`config.mk`:
```
export PLATFORM = sky130hd
export DESIGN_NAME = dpc_config_bank
export DESIGN_NICKNAME = d
export VERILOG_FILES = /design/src/design/dpc_pkg.sv /design/src/design/dpc_clk_div_if.sv /design/src/design/dpc_adc_clk_div.sv /design/src/design/dpc_config_bank.sv
export SDC_FILE = /design/constraint.sdc
export NUM_CORES = 1
export LEC_CHECK = 0
export BUFFER_PORTS_ARGS = -buffer_cell sky130_fd_sc_hd__buf_2
export CAP_MARGIN = 10
export CORE_MARGIN = 10
export CORE_UTILIZATION = 45
export DETAILED_ROUTE_END_ITERATION = 12
export PLACE_DENSITY_LB_ADDON = 0.25
export SKIP_CTS_REPAIR_TIMING = 1
export SYNTH_ARGS = -nofsm -noshare
export SYNTH_HDL_FRONTEND = slang
export SYNTH_SLANG_ARGS = --single-unit
export TNS_END_PERCENT = 30
```
`constraint.sdc`:
```
create_clock -name core_clk -period 5.5 [get_ports core_clk]
set_clock_uncertainty 0.1 [all_clocks]
set_input_delay 0.55 -clock core_clk [delete_from_list [all_inputs] [get_ports core_clk]]
set_output_delay 0.55 -clock core_clk [all_outputs]
set_load 0.05 [all_outputs]
```
`src/design/dpc_pkg.sv`:
```
// Package with register map, field positions and reset values of the PLL configuration bank.
`default_nettype none
package dpc_pkg;
   localparam logic [11:0] ADDR_PD_A      = 12'h790;
   localparam logic [11:0] ADDR_PD_B      = 12'h791;
   localparam logic [11:0] ADDR_RST_CTRL  = 12'h792;
   localparam logic [11:0] ADDR_PREDIV    = 12'h793;
   localparam logic [11:0] ADDR_PUMP      = 12'h794;
   localparam logic [11:0] ADDR_TUNE_A    = 12'h795;
   localparam logic [11:0] ADDR_TUNE_B    = 12'h796;
   localparam logic [11:0] ADDR_TUNE_C    = 12'h797;
   localparam logic [11:0] ADDR_TUNE_D    = 12'h798;
   localparam logic [11:0] ADDR_DIV       = 12'h799;
   localparam logic [11:0] ADDR_VARACTOR  = 12'h7A0;
   localparam logic [11:0] ADDR_CAL_TIME  = 12'h7A2;
   localparam logic [11:0] ADDR_LOCK      = 12'h7B5;

   // Reset values of whole registers, reserved bits included.
   localparam logic [7:0] RST_PD_A     = 8'h02;
   localparam logic [7:0] RST_PD_B     = 8'h00;
   localparam logic [7:0] RST_RST_CTRL = 8'h02;
   localparam logic [7:0] RST_PREDIV   = 8'h00;
   localparam logic [7:0] RST_PUMP     = 8'h04;
   localparam logic [7:0] RST_TUNE_A   = 8'h08;
   localparam logic [7:0] RST_TUNE_B   = 8'hD2;
   localparam logic [7:0] RST_TUNE_C   = 8'h20;
   localparam logic [7:0] RST_TUNE_D   = 8'h1C;
   localparam logic [7:0] RST_DIV      = 8'h08;
   localparam logic [7:0] RST_VARACTOR = 8'h90;
   localparam logic [7:0] RST_CAL_TIME = 8'h35;

   // Writable masks; cleared bits are read-only reserved bits.
   localparam logic [7:0] WM_RST_CTRL  = 8'h03;
   localparam logic [7:0] WM_PREDIV    = 8'h03;
   localparam logic [7:0] WM_TUNE_D    = 8'h7F;
   localparam logic [7:0] WM_CAL_TIME  = 8'h7F;

   // Field positions.
   localparam int BIT_PD_ONE       = 1;
   localparam int BIT_CAL_HOLD     = 1;
   localparam int BIT_VCO_DIV_HOLD = 0;
   localparam int BIT_LOCK         = 0;
   localparam int LSB_ADC_DIV      = 6;

   // Feedback divider legal range.
   localparam logic [5:0] N_DIV_MIN = 6'h02;
   localparam logic [5:0] N_DIV_MAX = 6'h32;

   typedef enum logic [1:0] {DPC_DIV1, DPC_DIV2, DPC_DIV3, DPC_DIV4} dpc_div_t;
endpackage
`default_nettype wire

```
`src/design/dpc_clk_div_if.sv`:
```
// Interface between the bank and its observation clock divider.
`default_nettype none
interface dpc_clk_div_if;
   logic       hold;
   logic [1:0] ratio;
   logic       clk_en;
   modport ctrl (output hold, output ratio, input clk_en);
   modport div  (input hold, input ratio, output clk_en);
endinterface
`default_nettype wire

```
`src/design/dpc_adc_clk_div.sv`:
```
// Divider producing the observation ADC clock enable from the multiplier output.
`default_nettype none
module dpc_adc_clk_div
   import dpc_pkg::*;
(
   // Clock and reset.
   input  wire logic  core_clk,
   input  wire logic  srst,
   // Control and enable.
   dpc_clk_div_if.div dif
);
   logic [1:0] cnt_q;
   logic [1:0] cnt_d;
   logic       en_q;
   logic       en_d;

   always_comb begin
      cnt_d = cnt_q;
      en_d  = 1'b0;
      if (dif.hold) begin
         cnt_d = 2'h0;
      end else if (cnt_q >= dif.ratio) begin
         cnt_d = 2'h0;
         en_d  = 1'b1;
      end else begin
         cnt_d = cnt_q + 2'h1;
      end
   end

   always_ff @(posedge core_clk) begin
      if (srst) begin
         cnt_q <= 2'h0;
         en_q  <= 1'b0;
      end else begin
         cnt_q <= cnt_d;
         en_q  <= en_d;
      end
   end

   assign dif.clk_en = en_q;
endmodule
`default_nettype wire

```
`src/design/dpc_config_bank.sv`:
```
// Register bank for the clock multiplier PLL configuration and lock status.
// How it works
// [RL1] Software sets every power-down bit when the multiplier is bypassed.
// [RL2] Power-down bit one resets to 1; software clears it to use the PLL.
// [RL3] Divider hold bit keeps output divider reset, stopping the ADC clock driver.
// [RL4] Two-bit predivider holds ratio minus one, dividing reference by 1 to 4.
// [RL5] Software picks predivider keeping phase detector frequency in its allowed range.
// [RL6] Six-bit pump code sets current 100 uA plus 100 uA per step; resets 4.
// [RL7] Two-bit ADC clock divider code selects divide by 1 to 4; resets 0.
// [RL8] Feedback divider accepts 2 to 50 and resets to 8.
// [RL9] Status bit 0 is a read-only lock flag, zero after reset.
// [RL10] Calibration reset bit comes out of reset set, holding calibration.
// [RL11] Tuning fields and calibration timing fields take their documented reset values.
// [RL12] Lock flag follows the live detector; status and reserved writes are ignored.
`default_nettype none
module dpc_config_bank
   import dpc_pkg::*;
(
   // Clock and reset.
   input  wire logic        core_clk,
   input  wire logic        srst,
   // Register port.
   input  wire logic [11:0] reg_addr,
   input  wire logic        reg_wr,
   input  wire logic        reg_rd,
   input  wire logic [7:0]  reg_wdata,
   output var  logic [7:0]  reg_rdata,
   // Analog side.
   input  wire logic        pll_locked,
   output var  logic [12:0] powerdown_bits,
   output var  logic        cal_hold,
   output var  logic        vco_output_divider_hold,
   output var  logic [1:0]  predivider_code,
   output var  logic [5:0]  pump_current_code,
   output var  logic [5:0]  feedback_divider,
   output var  logic        adc_clk_en
);
   typedef enum logic [3:0] {
      R_PD_A, R_PD_B, R_RST, R_PREDIV, R_PUMP, R_TA, R_TB, R_TC, R_TD, R_DIV,
      R_VAR, R_CAL, R_LOCK, R_NONE
   } dpc_reg_t;

   function automatic dpc_reg_t decode(input logic [11:0] a);
      if (a == ADDR_PD_A) begin
         decode = R_PD_A;
      end else if (a == ADDR_PD_B) begin
         decode = R_PD_B;
      end else if (a == ADDR_RST_CTRL) begin
         decode = R_RST;
      end else if (a == ADDR_PREDIV) begin
         decode = R_PREDIV;
      end else if (a == ADDR_PUMP) begin
         decode = R_PUMP;
      end else if (a == ADDR_TUNE_A) begin
         decode = R_TA;
      end else if (a == ADDR_TUNE_B) begin
         decode = R_TB;
      end else if (a == ADDR_TUNE_C) begin
         decode = R_TC;
      end else if (a == ADDR_TUNE_D) begin
         decode = R_TD;
      end else if (a == ADDR_DIV) begin
         decode = R_DIV;
      end else if (a == ADDR_VARACTOR) begin
         decode = R_VAR;
      end else if (a == ADDR_CAL_TIME) begin
         decode = R_CAL;
      end else if (a == ADDR_LOCK) begin
         decode = R_LOCK;
      end else begin
         decode = R_NONE;
      end
   endfunction

   // Stored register images, one byte per mapped address except the lock status, held as one bit.
   logic [7:0] pd_a_q;
   logic [7:0] pd_a_d;
   logic [7:0] pd_b_q;
   logic [7:0] pd_b_d;
   logic [7:0] rst_q;
   logic [7:0] rst_d;
   logic [7:0] prediv_q;
   logic [7:0] prediv_d;
   logic [7:0] pump_q;
   logic [7:0] pump_d;
   logic [7:0] ta_q;
   logic [7:0] ta_d;
   logic [7:0] tb_q;
   logic [7:0] tb_d;
   logic [7:0] tc_q;
   logic [7:0] tc_d;
   logic [7:0] td_q;
   logic [7:0] td_d;
   logic [7:0] div_q;
   logic [7:0] div_d;
   logic [7:0] var_q;
   logic [7:0] var_d;
   logic [7:0] cal_q;
   logic [7:0] cal_d;
   logic       lock_q;
   logic       lock_d;
   logic [7:0] rdata_d;
   logic [7:0] rdata_q;

   // Decoder results and the feedback value under test.
   dpc_reg_t   wsel;
   dpc_reg_t   rsel;
   logic [5:0] n_in;
   logic       n_ok;

   // The divider sees only the hold bit and the ratio field.
   dpc_clk_div_if dif ();

   // Write side: a register keeps its value unless a write selects it.
   always_comb begin
      wsel     = decode(reg_addr);
      n_in     = reg_wdata[5:0];
      n_ok     = (n_in >= N_DIV_MIN) && (n_in <= N_DIV_MAX); // [RL8]
      pd_a_d   = pd_a_q;
      pd_b_d   = pd_b_q;
      rst_d    = rst_q;
      prediv_d = prediv_q;
      pump_d   = pump_q;
      ta_d     = ta_q;
      tb_d     = tb_q;
      tc_d     = tc_q;
      td_d     = td_q;
      div_d    = div_q;
      var_d    = var_q;
      cal_d    = cal_q;
      if (reg_wr) begin
         case (wsel)
            R_PD_A: begin
               pd_a_d = reg_wdata; // [RL1] [RL2]
            end
            R_PD_B: begin
               pd_b_d = reg_wdata; // [RL1]
            end
            R_RST: begin
               rst_d = reg_wdata & WM_RST_CTRL; // [RL3] [RL10] [RL12]
            end
            R_PREDIV: begin
               prediv_d = reg_wdata & WM_PREDIV; // [RL4] [RL12]
            end
            R_PUMP: begin
               pump_d = reg_wdata; // [RL6]
            end
            R_TA: begin
               ta_d = reg_wdata; // [RL11]
            end
            R_TB: begin
               tb_d = reg_wdata; // [RL11]
            end
            R_TC: begin
               tc_d = reg_wdata; // [RL11]
            end
            R_TD: begin
               td_d = reg_wdata & WM_TUNE_D; // [RL11] [RL12]
            end
            R_DIV: begin
               // Out-of-range feedback values are refused; the ADC field still updates.
               if (n_ok) begin // [RL8]
                  div_d = reg_wdata; // [RL7]
               end else begin
                  div_d = {reg_wdata[7:6], div_q[5:0]}; // [RL7]
               end
            end
            R_VAR: begin
               var_d = reg_wdata;
            end
            R_CAL: begin
               cal_d = reg_wdata & WM_CAL_TIME; // [RL11] [RL12]
            end
            default: begin
            end
         endcase
      end
   end

   // Reserved read-write bits keep what was written; reset restores every field.
   always_ff @(posedge core_clk) begin
      if (srst) begin
         pd_a_q   <= RST_PD_A; // [RL2]
         pd_b_q   <= RST_PD_B;
         rst_q    <= RST_RST_CTRL; // [RL10]
         prediv_q <= RST_PREDIV;
         pump_q   <= RST_PUMP; // [RL6]
         ta_q     <= RST_TUNE_A; // [RL11]
         tb_q     <= RST_TUNE_B; // [RL11]
         tc_q     <= RST_TUNE_C; // [RL11]
         td_q     <= RST_TUNE_D; // [RL11]
         div_q    <= RST_DIV; // [RL7] [RL8]
         var_q    <= RST_VARACTOR;
         cal_q    <= RST_CAL_TIME; // [RL11]
      end else begin
         pd_a_q   <= pd_a_d;
         pd_b_q   <= pd_b_d;
         rst_q    <= rst_d;
         prediv_q <= prediv_d;
         pump_q   <= pump_d;
         ta_q     <= ta_d;
         tb_q     <= tb_d;
         tc_q     <= tc_d;
         td_q     <= td_d;
         div_q    <= div_d;
         var_q    <= var_d;
         cal_q    <= cal_d;
      end
   end

   // Status side: the lock flag follows the detector one cycle late, never latched.
   always_comb begin
      lock_d = pll_locked; // [RL12]
   end

   always_ff @(posedge core_clk) begin
      if (srst) begin
         lock_q <= 1'b0; // [RL9]
      end else begin
         lock_q <= lock_d;
      end
   end

   // Read side: the data register holds the last read until the next read strobe.
   always_comb begin
      rsel    = decode(reg_addr);
      rdata_d = rdata_q;
      if (reg_rd) begin
         case (rsel)
            R_PD_A: begin
               rdata_d = pd_a_q;
            end
            R_PD_B: begin
               rdata_d = pd_b_q;
            end
            R_RST: begin
               rdata_d = rst_q;
            end
            R_PREDIV: begin
               rdata_d = prediv_q;
            end
            R_PUMP: begin
               rdata_d = pump_q;
            end
            R_TA: begin
               rdata_d = ta_q;
            end
            R_TB: begin
               rdata_d = tb_q;
            end
            R_TC: begin
               rdata_d = tc_q;
            end
            R_TD: begin
               rdata_d = td_q;
            end
            R_DIV: begin
               rdata_d = div_q;
            end
            R_VAR: begin
               rdata_d = var_q;
            end
            R_CAL: begin
               rdata_d = cal_q;
            end
            R_LOCK: begin
               rdata_d = {7'h00, lock_q}; // [RL9]
            end
            default: begin
               // Unmapped addresses read as zero.
               rdata_d = 8'h00;
            end
         endcase
      end
   end

   always_ff @(posedge core_clk) begin
      if (srst) begin
         rdata_q <= 8'h00;
      end else begin
         rdata_q <= rdata_d;
      end
   end

   assign dif.hold  = rst_q[BIT_VCO_DIV_HOLD]; // [RL3]
   assign dif.ratio = div_q[LSB_ADC_DIV +: 2]; // [RL7]

   dpc_adc_clk_div u_div (
      .core_clk (core_clk),
      .srst     (srst),
      .dif      (dif.div)
   );

   assign reg_rdata               = rdata_q;
   assign powerdown_bits          = {pd_b_q[4:0], pd_a_q[7:2], pd_a_q[BIT_PD_ONE], pd_a_q[0]};
   assign cal_hold                = rst_q[BIT_CAL_HOLD];
   assign vco_output_divider_hold = rst_q[BIT_VCO_DIV_HOLD];
   assign predivider_code         = prediv_q[1:0]; // [RL4]
   assign pump_current_code       = pump_q[5:0]; // [RL6]
   assign feedback_divider        = div_q[5:0];
   assign adc_clk_en              = dif.clk_en; // [RL3]
endmodule
`default_nettype wire

```
==> flow_summary.toml, run 1 <==
[detailed_routing]
ant_nets = 0
firstDrtPassIters = 5
drc = 0
wl_mm = 14.6
via_count = 4153
dr.first_iter.drc_count = 364
wl_per_cell_um = 21.0
vias_per_cell = 5.99

[placed_design]
port_buffers = 62
dpl.hpwl_mm = 10.3
gp_congestion = 0.953

[critical_path]
reg2reg_depth = 5
critical_path_arrival_ps = 3210
required_ps = 5690
r2r_setup_slack_ps = 3860
crit_fanout = 24
crit_buf_inv = 1
worst_path_max_delay_cell = "nor3_1"
r2r_end = "reg_rdata[0]$_SDFFE_PP0P_"
r2r_start = "pd_b_q[0]$_SDFFE_PP0P_"
cp-startpoint = "reg_addr[2]"
crit_family = "simple AND/OR/NAND/NOR gates"
cp-start-kind = "input port"
max_stage_delay_ps = 670
end_kind = "flop"
crit_type = "in2reg"
crit_chain = "buf_2 -> nor2b_1 -> nand4_1 -> nor3_1 -> a22oi_1 -> a32oi_1"

[yosys]
synth_top_family_by_area = "simple AND/OR/NAND/NOR gates"
synth_cells = 537
yosysUniqueCellTypes = 59
synth_xor_area_share_pct = 0.185
synth_fp_nets = 564
synth-adder-area-share_pct = 0.529
synth_compound_area_share_pct = 15.7
yosysWarningCount = 0
synth_flop_cell = "dfxtp_1"
avgSynthCellArea_um2 = 8.81
yosys.area_share.simple_pct = 22.8
synth-edff-count = 0
ys_seq_area_share_pct = 39.8
synth_mux_area_share_pct = 13.2
synth_area_um2 = 4730
ys_seq_elements = 94
async_reset_ff_share_pct = 0

[grt]
grt_pass1_wl_mm = 22.8
track_usage_pct = 19.3
grt_pass1_vias = 4167
globalRouteOverflowTotal = 0
antenna_found_initial = 0
grt_max_degree = 60

[cells_and_area]
diodes = 0
area_delta_synth_final_pct = 8.33
mostFrequentLayoutCell = "dfxtp_1"
layout-drive-gt1-share_pct = 17.8
finalNetCount = 579
post-route-util_pct = 49.9
most-common-layout-cells = "dfxtp_1, buf_2, mux2i_1, nor2_1, nand2_1"

[cts]
cts_buffers = 9
clock_sinks = 94
clk_latency_ps = 370
clkTransAtPathRegs_ps = 100
clock-root-buffer = "clkbuf_8"
cts_htree_levels = 3
cts-root-to-sink-buffers = 2
cts_tree = "built"

[pwr]
switching_share_pct = 26.0
p_per_area_nw_per_um2 = 254
seqPwrFrac_pct = 52.2
cellLeakagePower_nw = 1.92
ir_drop_mv = 0.192
clkPwrFrac_pct = 41.0
intPower_w = 0.000965
switchingPower_w = 0.000339
combPwrFrac_pct = 6.8

[sta]
min_period_ps = 3020
hold_viol_final = 0
fin_crit_sh_pct = 54.8
setup_viol_count_final = 0
setup_tns_ps = 0
holdWs_ps = 297
relSlewSlack_pct = 22.5
worst-slew-pin-transition_ps = 1160
max_freq_ghz = 0.332
final-max-slew-violation-count = 0
rsz0062_at_grt = "false"

[run]
drv_cap = 0

[floorplanning]
dieWidth_um = 123
start_util_pct = 46.1
num_rows = 37
die_y_um = 123
die_area_um2 = 15000
ios = 63
core_area_um2 = 10300

[worst_hold_path]
hold_path.class = "in2reg"
min_to = "lock_q$_SDFF_PP0_"
min_path_cells = 2
min_from = "pll_locked"

[run_status]
status = "complete, no violations"
[how the worst max path moves through the flow]
stage | end | slack, ps | depth (start not counted)
global placement | reg_rdata[2]$_SDFFE_PP0P_ | 2250 | 6
CTS | var_q[7]$_SDFFE_PP1P_ | 2540 | 5
global route | reg_rdata[2]$_SDFFE_PP0P_ | 2310 | 6
finish | reg_rdata[2]$_SDFFE_PP0P_ | 2480 | 6
detailed placement | reg_rdata[2]$_SDFFE_PP0P_ | 2200 | 6
floorplan | div_q[3]$_SDFFE_PP1P_ | 3390 | 5
[synthesized netlist by cell type (8+ instances only)]
master | n | area, um^2
nand4_1 | 8 | 50.1
a21oi_1 | 24 | 120
buf_4 | 21 | 158
buf_2 | 16 | 80.1
nand3_1 | 15 | 75.1
mux2i_1 | 57 | 571
a211o_1 | 14 | 123
nor2b_1 | 18 | 113
o21ai_0 | 20 | 100
nor2_1 | 54 | 203
a22oi_1 | 10 | 75.1
clkbuf_1 | 23 | 86.3
inv_1 | 8 | 30.0
nand2_1 | 50 | 188
dfxtp_1 | 94 | 1880
[layer usage]
metal	vias to the layer above	wire length [um]	GRT usage, %	part of all wire (%)
li1	1936	-	-	-
met1	2015	6460	25.9	44
met2	181	6580	30.2	45
met3	21	1300	4.87	8.9
met4	0	234	5.45	1.6
met5	-	0	0	0
[cell type report]
cell class,count,area [um^2]
fill,1028,5150
sequential,94,1880
inverter,8,30.0
timing repair buffer,65,333
clock buffer,9,124
clock inverter,7,103
tap,136,170
multi-input combinational,374,2490
[state kept, by name, summed over array words and instances (netlist names), 8 cells and up]
signal and count:
pd_a_q 8, pump_q 8, tc_q 8, reg_rdata 8, pd_b_q 8, tb_q 8
var_q 8, div_q 8, ta_q 8
[power by group through the flow]
| stage | registers [W] | logic, W | clock network, W |
|---|---|---|---|
| final | 0.000681 | 0.0000890 | 0.000534 |
| after global routing | 0.000681 | 0.0000942 | 0.000565 |
| after CTS | 0.000681 | 0.0000872 | 0.000541 |
| after detailed placement | 0.000697 | 0.0000868 | 0 |
| after global placement | 0.000697 | 0.0000858 | 0 |
| after floorplan | 0.000698 | 0.0000559 | 0 |
[cell families after synthesis]
kind of cell,Yosys count
buffers and inverters,69
adder cells (fa/ha/maj),2
flip-flops,94
AO/OA/AOI/OAI,106
multiplexers,62
XOR/XNOR,1
AND/OR/NAND/NOR,203
[per-stage QoR]
step | power, W | worst slack, ps | cell area (um^2) | instances
2_1_floorplan | 0.000754 | 3390 | 4730 | 537
3_3_place_gp | 0.000783 | 2250 | 4890 | 676
3_5_place_dp | 0.000784 | 2200 | 4890 | 676
4_1_cts | 0.00131 | 2540 | 5120 | 692
5_1_grt | 0.00134 | 2310 | 5130 | 693
6_report | 0.00130 | 2480 | 5130 | 693
No activity file was read; power rests on OpenSTA's default activity.
==> inputs of run 2 (changes only) <==
==> constraint.sdc (replaced) <==
create_clock -name core_clk -period 2.62 [get_ports core_clk]
set_clock_uncertainty 0.1 [all_clocks]
set_input_delay 0.262 -clock core_clk [delete_from_list [all_inputs] [get_ports core_clk]]
set_output_delay 0.262 -clock core_clk [all_outputs]
set_load 0.05 [all_outputs]
==> run 2 against run 1 <==
Wire length grew 2.0%; first-iteration DRC count grew 14%; non-clock buffer count grew 23; global-route usage up 0.63 points; worst setup slack worse by 1800 ps; sequential share of layout area is 1.1 points lower; combinational power increased by 130%; sequential power up 110%; hold slack worse by 260 ps; clock power rose by 100%; final cell count increased by 3.3%; register-to-register slack got worse by 2900 ps; largest cell class unchanged; largest power group unchanged.
==> flow_summary.toml, run 2 (same netlist as run 1, synthesis figures left out) <==
[run_status]
status = "complete, no violations"

[cts]
cts_htree_levels = 3
cts_buffers = 9
clock_sinks = 94
cts_tree = "built"
clkTransAtPathRegs_ps = 90
cts-root-to-sink-buffers = 2
clock-root-buffer = "clkbuf_8"
clk_latency_ps = 370

[critical_path]
required_ps = 2780
r2r_setup_slack_ps = 1000
max_stage_delay_ps = 610
crit_chain = "buf_2 -> nor2b_1 -> nand4_1 -> or4_1 -> a211o_1"
r2r_end = "reg_rdata[0]$_SDFFE_PP0P_"
crit_fanout = 16
crit_type = "in2reg"
critical_path_arrival_ps = 2150
end_kind = "flop"
crit_buf_inv = 1
worst_path_max_delay_cell = "or4_1"
cp-start-kind = "input port"
reg2reg_depth = 5
crit_family = "simple AND/OR/NAND/NOR gates"
r2r_start = "cal_q[0]$_SDFFE_PP1P_"

[detailed_routing]
wl_met1_mm = 6.60
ant_nets = 0
dr.first_iter.drc_count = 415
wl_mm = 14.9
wl_met3_mm = 1.20
drc = 0
top_layer = "met4"
wl_per_cell_um = 20.7
via_count = 4217
wl_met2_mm = 6.74
firstDrtPassIters = 5
vias_per_cell = 5.89

[pwr]
cellLeakagePower_nw = 2.04
ir_drop_mv = 0.291
seqPwrFrac_pct = 52.7
total_power_w = 0.00271
clkPwrFrac_pct = 39.7
combPwrFrac_pct = 7.6
intPower_w = 0.00205
switchingPower_w = 0.000660
switching_share_pct = 24.3
p_per_area_nw_per_um2 = 512

[grt]
track_usage_pct = 20.0
antenna_found_initial = 0
grt_pass1_wl_mm = 23.3
grt_pass1_vias = 4217
grt_max_degree = 56
globalRouteOverflowTotal = 0

[worst_hold_path]
min_to = "lock_q$_SDFF_PP0_"
hold_path.class = "in2reg"
min_from = "pll_locked"
min_path_cells = 2

[floorplanning]
dieWidth_um = 123
die_area_um2 = 15000
ios = 63
core_area_um2 = 10300
num_rows = 37
die_y_um = 123
start_util_pct = 46.1

[placed_design]
post-place-ws_ps = 304
dpl.hpwl_mm = 10.8
gp_congestion = 0.944
port_buffers = 62

[cells_and_area]
layout-drive-gt1-share_pct = 20.7
area_delta_synth_final_pct = 11.7
diodes = 0
mostFrequentLayoutCell = "dfxtp_1"
most-common-layout-cells = "dfxtp_1, buf_2, mux2i_1, nor2_1, nand2_1"
finalNetCount = 602
n_fill_cell = 1011

[sta]
rsz0062_at_grt = "false"
fin_crit_sh_pct = 75.7
final-max-slew-violation-count = 0
setup_tns_ps = 0
hold_viol_final = 0
setup_viol_count_final = 0
min_period_ps = 1980
setup_ws_ps = 636
relSlewSlack_pct = 58.4
worst-slew-pin-transition_ps = 622
max_freq_ghz = 0.504

[run]
drv_cap = 0
run 2: final cells by class:
cell class                      count  area (um^2)  area share (%)
Clock buffer                       12          145            2.74
Inverter                            8         30.0           0.568
Multi-Input combinational cell    374         2490            47.0
Timing Repair Buffer               88          505            9.56
Sequential cell                    94         1880            35.6
Tap cell                          136          170            3.22
Clock inverter                      4         70.1            1.32
run 2: through the flow:
step / std cells / hold slack (ps) / cell area (um^2) / util [%]
2_1_floorplan: 537 / 280 / 4730 / -
3_3_place_gp: 700 / 336 / 5070 / 49.4
3_5_place_dp: 700 / 345 / 5070 / 49.4
4_1_cts: 716 / 38.4 / 5290 / 51.5
5_1_grt: 716 / 51.1 / 5290 / 51.5
6_report: 716 / 38.4 / 5290 / 51.5
run 2: worst register-to-register path, stage by stage (launching register included):
cell	delay, ps
dfxtp_1	320
mux2i_1	180
nor4_1	80
a211oi_1	430
o2bb2ai_1	130
o31a_1	290
run 2: how the worst max path moves through the flow:
| stage | startpoint | endpoint | cells past startpoint |
|---|---|---|---|
| after global routing | reg_addr[2] | tc_q[6]$_SDFFE_PP0P_ | 8 |
| after detailed placement | reg_addr[3] | div_q[3]$_SDFFE_PP1P_ | 5 |
| after floorplan | reg_wr | div_q[3]$_SDFFE_PP1P_ | 5 |
| final | reg_addr[3] | div_q[3]$_SDFFE_PP1P_ | 5 |
| after CTS | reg_addr[3] | div_q[3]$_SDFFE_PP1P_ | 5 |
| after global placement | reg_addr[3] | div_q[3]$_SDFFE_PP1P_ | 5 |
run 2: power groups by stage:
stage | clock (W) | combinational (W) | sequential [W]
after detailed placement | 0 | 0.000201 | 0.00146
after CTS | 0.00109 | 0.000202 | 0.00143
after global routing | 0.00115 | 0.000219 | 0.00143
after floorplan | 0 | 0.000117 | 0.00147
after global placement | 0 | 0.000200 | 0.00146
final | 0.00108 | 0.000205 | 0.00143
run 2: per-layer routing:
| layer | global-route usage, % | up-vias |
|---|---|---|
| met5 | 0 | - |
| met4 | 6.92 | 0 |
| met3 | 5.97 | 28 |
| met2 | 31.3 | 166 |
| met1 | 25.7 | 2045 |
| li1 | - | 1978 |
